<file path="config.mk">
export PLATFORM = sky130hd
export DESIGN_NAME = rff_core
export DESIGN_NICKNAME = d
export VERILOG_FILES = /design/src/rtl/rff_pkg.sv /design/src/rtl/rff_core.sv
export SDC_FILE = /design/constraint.sdc
export NUM_CORES = 1
export LEC_CHECK = 0
export BUFFER_PORTS_ARGS = -buffer_cell sky130_fd_sc_hd__clkbuf_2
export CAP_MARGIN = 10
export CORE_UTILIZATION = 24
export CTS_CLUSTER_SIZE = 28
export DETAILED_ROUTE_END_ITERATION = 10
export SYNTH_ARGS = -nofsm -noshare
export SYNTH_HDL_FRONTEND = slang
export SYNTH_SLANG_ARGS = --single-unit
export TNS_END_PERCENT = 50
</file>
<file path="constraint.sdc">
create_clock -name mclk_in -period 1.91 [get_ports mclk_in]
set_input_delay 0.0955 -clock mclk_in [delete_from_list [all_inputs] [get_ports mclk_in]]
set_output_delay 0.0955 -clock mclk_in [all_outputs]
set_load 0.05 [all_outputs]
</file>
<file path="src/rtl/rff_pkg.sv">
// Shared constants for the reserved frame filter and ack timing block
package rff_pkg;
    // Symbol timing at the standard data rate
    localparam int SYMBOL_NS     = 16000;
    localparam int CLK_PERIOD_NS = 20;
    localparam logic [9:0] SYM_CYCLES = 10'(SYMBOL_NS / CLK_PERIOD_NS);

    // Ack start delays in symbol periods
    localparam logic [3:0] ACK_STD_SYM   = 4'hC;
    localparam logic [3:0] ACK_SLOT_SYM  = 4'h6;
    localparam logic [3:0] ACK_SHORT_SYM = 4'h2;

    // Frame type codes; codes with bit 2 set are reserved
    localparam logic [2:0] FT_DATA    = 3'h1;
    localparam logic [2:0] FT_COMMAND = 3'h3;
    localparam int         FT_RES_BIT = 2;

    // Transaction status codes
    localparam logic [2:0] TS_SUCCESS  = 3'h0;
    localparam logic [2:0] TS_ACK_WAIT = 3'h1;
    localparam logic [2:0] TS_IDLE     = 3'h7;

    // Ack sequencer, Gray coded along idle, delay, wait trigger
    typedef enum logic [1:0] {
        ST_IDLE  = 2'h0,
        ST_DELAY = 2'h1,
        ST_TRIG  = 2'h3
    } rff_state_type;

    typedef struct packed {
        logic          trig_sync1;
        logic          trig_sync2;
        logic          trig_prev;
        rff_state_type state;
        logic [9:0]    div_cnt;
        logic [3:0]    sym_cnt;
        logic [3:0]    target;
        logic          slotted;
        logic          rx_end;
        logic          ami;
        logic          ack_start;
        logic [2:0]    status;
        logic          protect;
        logic          coord;
    } rff_regs_type;
endpackage

</file>
<file path="src/rtl/rff_core.sv">
// Reserved frame handling, interrupt decision and ack start timing
`timescale 1ns/1ns
`default_nettype none

// Summary of operation
// - Auto-ack mode may accept reserved frame types
// - Upload enable admits reserved frame types
// - Filter enable filters reserved frames like data
// - Unfiltered reserved good frame raises receive end
// - Unfiltered reserved: no address match, ignore ack
// - Filtered reserved frames raise address match
// - Filtered: receive end needs match and good
// - Filtered: ack needs request and receive end
// - Protection bit guards received frame
// - Slotted bit selects slotted ack behaviour
// - Coordinator bit passed to the filter
// - Ack disable bit suppresses automatic ack
// - Version mode limits acknowledged frame versions
// - Standard ack starts twelve symbols after frame
// - Slotted ack triggerable after six symbols, or two with short delay
// - Short ack delay is two symbols
// - Short delay applies under every configuration
// - Slotted ack wait status six symbols after frame, or two with short delay
module rff_core (
    input  wire logic       mclk_in,
    input  wire logic       rst_n_in,
    input  wire logic       auto_ack_receive_mode_in,
    input  wire logic       reserved_frame_upload_en_in,
    input  wire logic       reserved_frame_filter_en_in,
    input  wire logic       frame_protect_en_in,
    input  wire logic       slotted_op_in,
    input  wire logic       pan_coordinator_flag_in,
    input  wire logic       ack_generation_disable_in,
    input  wire logic [1:0] frame_version_ack_mode_in,
    input  wire logic       short_ack_delay_sel_in,
    input  wire logic       frame_done_in,
    input  wire logic [2:0] frame_type_in,
    input  wire logic [1:0] frame_version_in,
    input  wire logic       fcs_ok_in,
    input  wire logic       ack_request_in,
    input  wire logic       addr_match_in,
    input  wire logic       buffer_release_in,
    input  wire logic       sleep_transmit_trigger_in,
    output logic            receive_end_irq_out,
    output logic            address_match_irq_out,
    output logic            ack_tx_start_out,
    output logic [2:0]      transaction_status_field_out,
    output logic            frame_protect_out,
    output logic            pan_coordinator_out
);

    rff_pkg::rff_regs_type st;
    rff_pkg::rff_regs_type next_st;

    logic reserved;
    logic data_like;
    logic rx_end_ev;
    logic ami_ev;
    logic version_ok;
    logic ack_ev;
    logic sym_tick;
    logic trig_edge;

    always_comb begin
        reserved  = frame_type_in[rff_pkg::FT_RES_BIT];
        data_like = (frame_type_in == rff_pkg::FT_DATA) || (frame_type_in == rff_pkg::FT_COMMAND);
        // Version field no higher than the mode code; mode 3 takes all
        version_ok = (frame_version_in <= frame_version_ack_mode_in);
        rx_end_ev = 1'b0;
        ami_ev    = 1'b0;
        if (auto_ack_receive_mode_in && frame_done_in) begin
            if (!reserved) begin
                rx_end_ev = addr_match_in && fcs_ok_in;
                ami_ev    = addr_match_in;
            end else if (reserved_frame_upload_en_in) begin
                if (reserved_frame_filter_en_in) begin
                    rx_end_ev = addr_match_in && fcs_ok_in;
                    ami_ev    = addr_match_in;
                end else begin
                    rx_end_ev = fcs_ok_in;
                    ami_ev    = 1'b0;
                end
            end
        end
        // Unfiltered reserved frames never qualify: request is ignored
        ack_ev = rx_end_ev && ack_request_in && !ack_generation_disable_in && version_ok
                 && (data_like || (reserved && reserved_frame_filter_en_in));
        sym_tick  = (st.div_cnt == rff_pkg::SYM_CYCLES - 10'h001);
        // Edge taken after the second stage only
        trig_edge = st.trig_sync2 && !st.trig_prev;
    end

    always_comb begin
        next_st            = st;
        next_st.trig_sync1 = sleep_transmit_trigger_in;
        next_st.trig_sync2 = st.trig_sync1;
        next_st.trig_prev  = st.trig_sync2;
        next_st.rx_end     = rx_end_ev;
        next_st.ami        = ami_ev;
        next_st.ack_start  = 1'b0;
        next_st.coord      = pan_coordinator_flag_in;
        // New reception sets protection even during a release
        if (!frame_protect_en_in) begin
            next_st.protect = 1'b0;
        end else if (rx_end_ev) begin
            next_st.protect = 1'b1;
        end else if (buffer_release_in) begin
            next_st.protect = 1'b0;
        end
        unique case (st.state)
            rff_pkg::ST_IDLE: begin
                if (ack_ev) begin
                    next_st.state   = rff_pkg::ST_DELAY;
                    next_st.div_cnt = 10'h000;
                    next_st.sym_cnt = 4'h0;
                    next_st.slotted = slotted_op_in;
                    next_st.status  = rff_pkg::TS_IDLE;
                    // Short delay overrides slotted and standard timing
                    if (short_ack_delay_sel_in) begin
                        next_st.target = rff_pkg::ACK_SHORT_SYM;
                    end else if (slotted_op_in) begin
                        next_st.target = rff_pkg::ACK_SLOT_SYM;
                    end else begin
                        next_st.target = rff_pkg::ACK_STD_SYM;
                    end
                end
            end
            rff_pkg::ST_DELAY: begin
                // Frames arriving while an ack is pending are not acknowledged
                if (sym_tick) begin
                    next_st.div_cnt = 10'h000;
                    next_st.sym_cnt = st.sym_cnt + 4'h1;
                    if (st.sym_cnt + 4'h1 == st.target) begin
                        if (st.slotted) begin
                            next_st.state  = rff_pkg::ST_TRIG;
                            next_st.status = rff_pkg::TS_ACK_WAIT;
                        end else begin
                            next_st.state     = rff_pkg::ST_IDLE;
                            next_st.ack_start = 1'b1;
                            next_st.status    = rff_pkg::TS_SUCCESS;
                        end
                    end
                end else begin
                    next_st.div_cnt = st.div_cnt + 10'h001;
                end
            end
            rff_pkg::ST_TRIG: begin
                // Controller owns the exact ack start in slotted mode
                if (trig_edge) begin
                    next_st.state     = rff_pkg::ST_IDLE;
                    next_st.ack_start = 1'b1;
                    next_st.status    = rff_pkg::TS_SUCCESS;
                end
            end
            default: begin
                next_st.state = rff_pkg::ST_IDLE;
            end
        endcase
    end

    always_ff @(posedge mclk_in or negedge rst_n_in) begin
        if (!rst_n_in) begin
            st <= '{trig_sync1: 1'b0, trig_sync2: 1'b0, trig_prev: 1'b0, state: rff_pkg::ST_IDLE,
                    div_cnt: 10'h000, sym_cnt: 4'h0, target: 4'h0, slotted: 1'b0, rx_end: 1'b0,
                    ami: 1'b0, ack_start: 1'b0, status: rff_pkg::TS_IDLE, protect: 1'b0, coord: 1'b0};
        end else begin
            st <= next_st;
        end
    end

    assign receive_end_irq_out          = st.rx_end;
    assign address_match_irq_out        = st.ami;
    assign ack_tx_start_out             = st.ack_start;
    assign transaction_status_field_out = st.status;
    assign frame_protect_out            = st.protect;
    assign pan_coordinator_out          = st.coord;

    property p_unfilt_rx_end;
        @(posedge mclk_in) disable iff (!rst_n_in)
        (auto_ack_receive_mode_in && frame_done_in && reserved && reserved_frame_upload_en_in
         && !reserved_frame_filter_en_in) |=> (receive_end_irq_out == $past(fcs_ok_in));
    endproperty
    a_unfilt_rx_end: assert property (p_unfilt_rx_end) else $error("unfiltered rx end wrong");

    property p_unfilt_no_ami;
        @(posedge mclk_in) disable iff (!rst_n_in)
        (frame_done_in && reserved && !reserved_frame_filter_en_in) |=> !address_match_irq_out;
    endproperty
    a_unfilt_no_ami: assert property (p_unfilt_no_ami) else $error("unfiltered reserved got match");

    property p_filt_ami;
        @(posedge mclk_in) disable iff (!rst_n_in)
        (auto_ack_receive_mode_in && frame_done_in && reserved && reserved_frame_upload_en_in
         && reserved_frame_filter_en_in && addr_match_in) |=> address_match_irq_out;
    endproperty
    a_filt_ami: assert property (p_filt_ami) else $error("filtered reserved match missing");

    property p_filt_rx_end;
        @(posedge mclk_in) disable iff (!rst_n_in)
        (frame_done_in && reserved && reserved_frame_filter_en_in && !(addr_match_in && fcs_ok_in))
        |=> !receive_end_irq_out;
    endproperty
    a_filt_rx_end: assert property (p_filt_rx_end) else $error("filtered rx end without match");

    property p_discard;
        @(posedge mclk_in) disable iff (!rst_n_in)
        (frame_done_in && reserved && !reserved_frame_upload_en_in)
        |=> (!receive_end_irq_out && !address_match_irq_out);
    endproperty
    a_discard: assert property (p_discard) else $error("reserved frame not discarded");

    property p_ack_disable;
        @(posedge mclk_in) disable iff (!rst_n_in)
        (st.state == rff_pkg::ST_IDLE && ack_generation_disable_in) |=> (st.state == rff_pkg::ST_IDLE);
    endproperty
    a_ack_disable: assert property (p_ack_disable) else $error("ack armed while disabled");

    property p_ack_cause;
        @(posedge mclk_in) disable iff (!rst_n_in)
        ack_tx_start_out |-> ($past(st.state) != rff_pkg::ST_IDLE);
    endproperty
    a_ack_cause: assert property (p_ack_cause) else $error("ack start without pending ack");

    property p_delay_count;
        @(posedge mclk_in) disable iff (!rst_n_in)
        (ack_tx_start_out && $past(st.state) == rff_pkg::ST_DELAY)
        |-> ($past(st.sym_cnt) + 4'h1 == $past(st.target) && $past(st.div_cnt) == rff_pkg::SYM_CYCLES - 10'h001);
    endproperty
    a_delay_count: assert property (p_delay_count) else $error("ack started before delay");

    property p_slot_wait;
        @(posedge mclk_in) disable iff (!rst_n_in)
        (st.state == rff_pkg::ST_TRIG && !trig_edge) |=> (!ack_tx_start_out && transaction_status_field_out
        == rff_pkg::TS_ACK_WAIT);
    endproperty
    a_slot_wait: assert property (p_slot_wait) else $error("slotted ack not held for trigger");

    property p_mode_off;
        @(posedge mclk_in) disable iff (!rst_n_in)
        !auto_ack_receive_mode_in |=> (!receive_end_irq_out && !address_match_irq_out);
    endproperty
    a_mode_off: assert property (p_mode_off) else $error("event outside auto ack mode");

    property p_data_rx_end;
        @(posedge mclk_in) disable iff (!rst_n_in)
        (auto_ack_receive_mode_in && frame_done_in && !reserved)
        |=> (receive_end_irq_out == $past(addr_match_in && fcs_ok_in));
    endproperty
    a_data_rx_end: assert property (p_data_rx_end) else $error("plain frame rx end wrong");

    property p_data_ami;
        @(posedge mclk_in) disable iff (!rst_n_in)
        (auto_ack_receive_mode_in && frame_done_in && !reserved)
        |=> (address_match_irq_out == $past(addr_match_in));
    endproperty
    a_data_ami: assert property (p_data_ami) else $error("plain frame match wrong");

    property p_filt_rx_end_pos;
        @(posedge mclk_in) disable iff (!rst_n_in)
        (auto_ack_receive_mode_in && frame_done_in && reserved && reserved_frame_upload_en_in
         && reserved_frame_filter_en_in && addr_match_in && fcs_ok_in) |=> receive_end_irq_out;
    endproperty
    a_filt_rx_end_pos: assert property (p_filt_rx_end_pos) else $error("filtered rx end missing");

    property p_unfilt_no_arm;
        @(posedge mclk_in) disable iff (!rst_n_in)
        (frame_done_in && reserved && !reserved_frame_filter_en_in && st.state == rff_pkg::ST_IDLE)
        |=> (st.state == rff_pkg::ST_IDLE);
    endproperty
    a_unfilt_no_arm: assert property (p_unfilt_no_arm) else $error("unfiltered reserved armed ack");

    property p_no_req;
        @(posedge mclk_in) disable iff (!rst_n_in)
        (st.state == rff_pkg::ST_IDLE && !ack_request_in) |=> (st.state == rff_pkg::ST_IDLE);
    endproperty
    a_no_req: assert property (p_no_req) else $error("ack armed without request");

    property p_filt_arm;
        @(posedge mclk_in) disable iff (!rst_n_in)
        (st.state == rff_pkg::ST_IDLE && auto_ack_receive_mode_in && frame_done_in && reserved
         && reserved_frame_upload_en_in && reserved_frame_filter_en_in && addr_match_in && fcs_ok_in
         && ack_request_in && !ack_generation_disable_in && frame_version_in <= frame_version_ack_mode_in)
        |=> (st.state == rff_pkg::ST_DELAY);
    endproperty
    a_filt_arm: assert property (p_filt_arm) else $error("filtered reserved ack not armed");

    property p_version;
        @(posedge mclk_in) disable iff (!rst_n_in)
        (st.state == rff_pkg::ST_IDLE && frame_version_in > frame_version_ack_mode_in)
        |=> (st.state == rff_pkg::ST_IDLE);
    endproperty
    a_version: assert property (p_version) else $error("ack armed for excluded version");

    property p_short_target;
        @(posedge mclk_in) disable iff (!rst_n_in)
        (st.state == rff_pkg::ST_IDLE && short_ack_delay_sel_in) ##1 (st.state == rff_pkg::ST_DELAY)
        |-> (st.target == rff_pkg::ACK_SHORT_SYM);
    endproperty
    a_short_target: assert property (p_short_target) else $error("short ack delay not chosen");

    property p_std_target;
        @(posedge mclk_in) disable iff (!rst_n_in)
        (st.state == rff_pkg::ST_IDLE && !short_ack_delay_sel_in && !slotted_op_in)
        ##1 (st.state == rff_pkg::ST_DELAY) |-> (st.target == rff_pkg::ACK_STD_SYM && !st.slotted);
    endproperty
    a_std_target: assert property (p_std_target) else $error("standard ack delay not chosen");

    property p_slot_target;
        @(posedge mclk_in) disable iff (!rst_n_in)
        (st.state == rff_pkg::ST_IDLE && !short_ack_delay_sel_in && slotted_op_in)
        ##1 (st.state == rff_pkg::ST_DELAY) |-> (st.target == rff_pkg::ACK_SLOT_SYM && st.slotted);
    endproperty
    a_slot_target: assert property (p_slot_target) else $error("slotted ack delay not chosen");

    property p_div_range;
        @(posedge mclk_in) disable iff (!rst_n_in)
        (st.state == rff_pkg::ST_DELAY) |-> (st.div_cnt < rff_pkg::SYM_CYCLES);
    endproperty
    a_div_range: assert property (p_div_range) else $error("symbol divider overran");

    property p_trig_ack;
        @(posedge mclk_in) disable iff (!rst_n_in)
        (st.state == rff_pkg::ST_TRIG && trig_edge)
        |=> (ack_tx_start_out && transaction_status_field_out == rff_pkg::TS_SUCCESS);
    endproperty
    a_trig_ack: assert property (p_trig_ack) else $error("trigger did not start ack");

    property p_ack_pulse;
        @(posedge mclk_in) disable iff (!rst_n_in)
        ack_tx_start_out |=> !ack_tx_start_out;
    endproperty
    a_ack_pulse: assert property (p_ack_pulse) else $error("ack start longer than one cycle");

    property p_protect_set;
        @(posedge mclk_in) disable iff (!rst_n_in)
        (receive_end_irq_out && $past(frame_protect_en_in)) |-> frame_protect_out;
    endproperty
    a_protect_set: assert property (p_protect_set) else $error("protection not set on rx end");

    property p_protect_off;
        @(posedge mclk_in) disable iff (!rst_n_in)
        !frame_protect_en_in |=> !frame_protect_out;
    endproperty
    a_protect_off: assert property (p_protect_off) else $error("protection set while disabled");

    property p_coord;
        @(posedge mclk_in) disable iff (!rst_n_in)
        1'b1 |=> (pan_coordinator_out == $past(pan_coordinator_flag_in));
    endproperty
    a_coord: assert property (p_coord) else $error("coordinator flag not passed");

endmodule

`default_nettype wire

</file>
; ---- Word-level counts from Yosys, hierarchy flattened
; Index checks and enable logic that the tools add are counted.
[op_classes]
n_reduce_logical = 20
eq_ne = 11
mux = 30
magnitude_cmp = 1
add_sub_neg = 2
[op_table]
columns = op, n
row1 = 14-bit one-hot mux with 2 select lines, 1
row2 = 4-bit two-way mux, 6
row3 = 21-bit two-way mux, 1
row4 = 1-bit two-way mux, 13
row5 = 10-bit by 1-bit adder with 10-bit output (second input constant), 1
row6 = 10-bit == test (second input constant), 1
row7 = 10-bit two-way mux, 1
row8 = 3-bit one-hot mux with 3 select lines, 1
row9 = 1-bit logical AND, 8
row10 = 2-bit two-way mux, 4
row11 = 2-bit inequality test (second input constant), 4
row12 = 2-bit one-hot mux with 3 select lines, 1
row13 = 5-bit AND reduction, 1
row14 = 4-bit by 1-bit adder with 4-bit output (second input constant), 1
row15 = 4-bit == test, 1
row16 = 2-bit AND reduction, 2
row17 = 4-bit AND reduction, 1
row18 = 3-bit by 1-bit == test with 1-bit output (second input constant), 1
row19 = 3-bit by 2-bit == test with 1-bit output (second input constant), 1
row20 = 3-bit two-way mux, 1
row21 = 3-bit by 1-bit inequality test with 1-bit output (second input constant), 1
row22 = 3-bit AND reduction, 1
row23 = 3-bit nonzero test, 1
row24 = 2-bit by 1-bit == test with 1-bit output (second input constant), 1
row25 = 7 further kinds, 9
[totals]
elab_cells = 78
out_inout_bits = 8
ff_bits = 32

; ---- Longest topological paths before layout
[depth]
word_depth = 11
depth_mapped = 8

; ---- Least setup slack after synthesis
; Ideal clock, no wire load.
[synth_path]
path_kind = register to register
from = register st[13] (netlist bit)
to = register st, in the netlist transaction_status_field_out[0]
n_path_buf = 0
path_stages_with_launch = 7
path_slack_ns = 0.006
arrival_ns = 1.831
path_cell_list = dfrtp_1 > ha_1 > xor2_1 > xnor2_1 > o31a_1 > or4_1 > a21oi_1
[synth_via]
elab_chain_cells = 4
[synth_lines]
columns = element, line
row1 = from (decl), rff_core.sv:52  ; rff_pkg::rff_regs_type st;
row2 = from (signal assigned), rff_core.sv:163  ; st <= '{trig_sync1: 1'b0, trig_sync2: 1'b0, trig_prev: 1'b0, state: rff_pkg::ST_IDLE,
row3 = from (signal assigned), rff_core.sv:167  ; st <= next_st;
row4 = 4-bit by 1-bit adder with 4-bit output, rff_core.sv:133  ; if (st.sym_cnt + 4'h1 == st.target) begin
row5 = 4-bit == test, rff_core.sv:133
row6 = 2-bit inequality test (no source line), n/a
row7 = 5-bit AND reduction (no source line), n/a
; Every way passes these cells.
; A chain may end at the register's enable or synchronous reset.

; ---- Final worst setup path
[layout_path]
from = register st[14] (netlist bit)
to = register st, in the netlist transaction_status_field_out[0]
; Same word-level chain as after synthesis.

==> results <==
- The worst path buffer plus inverter count is 0.
- The kind of end point of the critical path is a flop.
- The synthesized netlist occupies a cell area of 0.00157 sq mm.
- The fraction of synthesis flops using an asynchronous set or reset pin is 1.00.
- The number of different library cells used by synthesis comes to 44.
- The met2 track demand over resource in global routing is 0.159.
- The total net switching power is 766 uW.
- In the final layout, the multi-input gates occupy 743 sq um.
- After synthesis the netlist holds a flip-flop and latch count of 30.
- The share of total power dissipated in sequential elements is 0.402.
- No sink is reached through more buffers than the 2 on the longest clock path.
- In this run the power density over the cells is 1080 mW/mm^2.
- Yosys mapped a number of flops with a built-in enable equal to 0.
- The detailed-router iteration count before antenna repair is 4.
- The most critical setup path has its startpoint at st[14]$_DFFE_PN0P_.
- The max-cap check violation count is 0.
- For this run, global-route usage on met1 was measured as 0.115.
- The end-of-flow core utilization is 0.317.
- The critical path is of the flop to flop type.
- The family with the most delay on the worst path is compound AO/OA/AOI/OAI gates.
- The clock tree synthesis step divided the H-tree into 2 levels.
- The worst pin sits at a relative slew slack of 0.513.
- The combinational share of power is 0.357.
- The die is 82.9 um tall.
- The launching element type of the critical path is a flop.
- Walking the worst path, the cells encountered are ha_2 -> xor2_2 -> xnor2_1 -> o31a_1 -> or4_4 -> a21oi_2.
- The achievable clock frequency is 554 MHz.
- The flow ran to the end, and the final reports show no timing, DRC or antenna violations.
- The mean area per synthesized cell is 9.95 sq um.
- In the routed design, unresolved DRC markers number 0.
- Once detail routing completed, the nets flagged for antenna violations numbered 0.
- The leakage power is 0.957 nW.
- The detailed-placement wirelength estimate is 2.27 mm.
- Synthesis handed over a netlist of 158 instances.
- The startpoint identified for the worst register-to-register timing path is st[14]$_DFFE_PN0P_.
- The number of warning messages in the yosys log is 0.
- The total power is 2.17 mW.
- In this run the core area contains 29 standard-cell rows.
- The share of the clock period used by the worst path after layout is 0.946.
- The largest net degree at the start of global routing is 31.
- The start point of the worst min-delay path is short_ack_delay_sel_in.
- The share of total power dissipated in the clock network is 0.241.
- The number of global-route vias before repair is 1,215.
- Across the VDD grid, the largest voltage drop is 0.457 mV.
- 31 I/O pins were placed.
- By area the synthesized netlist is led by sky130_fd_sc_hd__dfrtp_1 (45%), sky130_fd_sc_hd__nand3_1 (4.5%), sky130_fd_sc_hd__o21ai_0 (3.5%).
- The tightest min-delay check is of the input pin to flop type.
- The number of nets in the synthesized netlist is 185.
- The library cell occupying the most area in the post-synthesis netlist is sky130_fd_sc_hd__dfrtp_1.
- The max-slew violation count was 0.
- In this design, the stage delay of the slowest critical-path cell is 0.42 ns.
- The insertion delay of the later-clocked pin in the worst-skew pair is 0.28 ns.
- The floorplan die area is 0.00688 sq mm.
- Dividing the detail-routed wire length by the instance count gives 10.7 um.
- The core region is 0.00635 sq mm.
- The share of layout cells above drive strength 1 is 0.327.
- The total global-route track usage is 0.0984.
- The initial antenna violation count is 0.
- Routability-driven placement finished with a final weighted congestion of 0.745.
- The number of antenna diodes is 0.
- The layer flagged by global routing as most heavily used is met2.
- For this run, the post-layout net count is 231.
- The final number of hold-violating endpoints was 0.
- During placement, the flow inserted port buffers numbering 29.
- The most used flip-flop cell after synthesis is sky130_fd_sc_hd__dfrtp_1.
- Of the total power, the share spent switching nets is 0.353.
- Of all nets on the critical path, the largest fanout is 2.
- The endpoint required time on the critical path is 2.13 ns.
- For this run, the register share of the synthesized area comes to 0.479.
- The count of vias placed by the detailed router is 1,264.
- In the global route stage, met3 resource usage came out at 0.0398.
- The slew at the pin with the worst max-slew slack is 0.730 ns.
- The overall die width is 82.9 um.
- The TritonCTS clock tree is built.
- The initial core utilization is 0.247.
- After clock tree synthesis, the clock-pin slew on the worst setup and hold paths is 0.06 ns.
- Counting the fill cells in the layout gives 657.
- Data on the critical path arrives at its endpoint at 2.03 ns.
- The master cell of the clock root buffer is sky130_fd_sc_hd__clkbuf_8.
- The iteration-0 DRC count of the detailed router is 58.
- Across the routed clock network, the largest skew measured is 0.00467 ns.
- The number of clock sinks seen by CTS is 30.
- After detailed routing, the number of vias per cell comes to 4.48.
- The total global routing overflow is 0.
- The global-route wire length before repair is 5.41 mm.
- The routed design has 3.01 mm of wire.
- The sequential cell area is 753 sq um.
- The internal cell power is 1.40 mW.
- Clock tree synthesis inserted a total of 5 buffers.
- Of the post-synthesis cell area, the dominant cell type holds 0.446.
- Setup violations remaining at the end of the flow were counted as 0.
- The layout overhead on the synthesized area is 28.3%.
- The slowest cell on the critical path is sky130_fd_sc_hd__or4_4.
- The smallest clock period supported by the final layout is computed as 1.81 ns.
==> area by class of cell <==
type	count	share of cell area
Tap cell	77	0.0478
Clock buffer	7	0.0428
Timing Repair Buffer	46	0.139
Inverter	10	0.0255
Multi-Input combinational cell	111	0.369
Sequential cell	30	0.374
Clock inverter	1	0.00248
==> per-layer routing <==
metal / up-vias / wire, um
li1: 649 / -
met1: 584 / 1350
met2: 27 / 1470
met3: 4 / 153
met4: 0 / 40
met5: - / 0
==> final timing paths <==
path,to,cells past startpoint,slack [ns]
worst max-delay path,transaction_status_field_out[0]$_DFFE_PN1P_,6,0.10
worst min-delay path,st[11]$_DFFE_PN0P_,2,0.009
worst max register to register,transaction_status_field_out[0]$_DFFE_PN1P_,6,0.10
worst min register to register,next_st[29]$_DFF_PN0_,0,0.36
max in group asynchronous,st[18]$_DFFE_PN0P_,2,1.03
min in group asynchronous,st[16]$_DFFE_PN0P_,2,0.41
==> stage by stage <==
stage	setup TNS [ns]	worst slack (ns)	area [sq um]	instances	hold slack, ns
2_1_floorplan	0	0.00647	1570	158	-0.200
3_3_place_gp	-0.0132	-0.0132	1870	270	0.204
3_5_place_dp	-0.0133	-0.0133	1870	270	0.201
4_1_cts	0	0.0103	1990	281	0.00693
5_1_grt	-0.00485	-0.00485	2020	282	0.0158
6_report	0	0.104	2020	282	0.00905
==> cells in the mapped netlist, drive strengths merged (3+ instances only) <==
| cell type | n |
|---|---|
| nand3 | 14 |
| o31ai | 3 |
| nand2 | 14 |
| o21ai | 17 |
| nor2 | 7 |
| xnor2 | 4 |
| ha | 4 |
| buf | 5 |
| dfrtp | 28 |
| inv | 9 |
| xor2 | 5 |
| a21oi | 6 |
| nor2b | 5 |
==> power groups by stage <==
| stage | sequential (mW) | clock [mW] | combinational, mW |
|---|---|---|---|
| after global routing | 0.888 | 0.577 | 0.885 |
| after floorplan | 0.857 | 0 | 0.530 |
| final | 0.872 | 0.523 | 0.774 |
| after detailed placement | 0.878 | 0 | 0.736 |
| after global placement | 0.875 | 0 | 0.725 |
| after CTS | 0.868 | 0.551 | 0.744 |
==> cells in the final DEF, fill, tap and decap left out, types with 3 or more instances in the layout <==
cell type / instances
sky130_fd_sc_hd__a21oi_1: 5
sky130_fd_sc_hd__buf_4: 14
sky130_fd_sc_hd__clkbuf_2: 29
sky130_fd_sc_hd__clkbuf_8: 6
sky130_fd_sc_hd__dfrtp_1: 28
sky130_fd_sc_hd__dlygate4sd3_1: 3
sky130_fd_sc_hd__inv_1: 9
sky130_fd_sc_hd__nand2_1: 14
sky130_fd_sc_hd__nand3_1: 14
sky130_fd_sc_hd__nor2_1: 7
sky130_fd_sc_hd__nor2b_1: 5
sky130_fd_sc_hd__o21ai_0: 10
sky130_fd_sc_hd__o21ai_1: 7
sky130_fd_sc_hd__o31ai_1: 3
sky130_fd_sc_hd__xnor2_1: 4
sky130_fd_sc_hd__xor2_1: 4
==> what timing repair did <==
action,4_1_cts,5_1_grt
buffers inserted,0,1
endpoints found under the hold margin,30,0
pin swaps,1,6
endpoints found under the setup margin,1,1
gates resized for setup,1,5
hold buffers,3,0
==> cell families (layout without fill, tap and decap cells) <==
logic type | count (synthesis) | count (layout) | share of synthesized area
compound gates | 39 | 39 | 0.162
xor+xnor | 9 | 9 | 0.0502
fa+ha+maj | 4 | 4 | 0.0318
buf+inv | 17 | 64 | 0.0605
flops | 30 | 30 | 0.479
mux | 3 | 3 | 0.0207
simple gates | 56 | 56 | 0.195
==> state kept, by name (all words and copies together), names as in the netlist <==
register and flops:
receive_end_irq_out 1, st 21, next_st 2, pan_coordinator_out 1, frame_protect_out 1, address_match_irq_out 1
transaction_status_field_out 2, ack_tx_start_out 1
No activity file was read; power rests on OpenSTA's default activity.
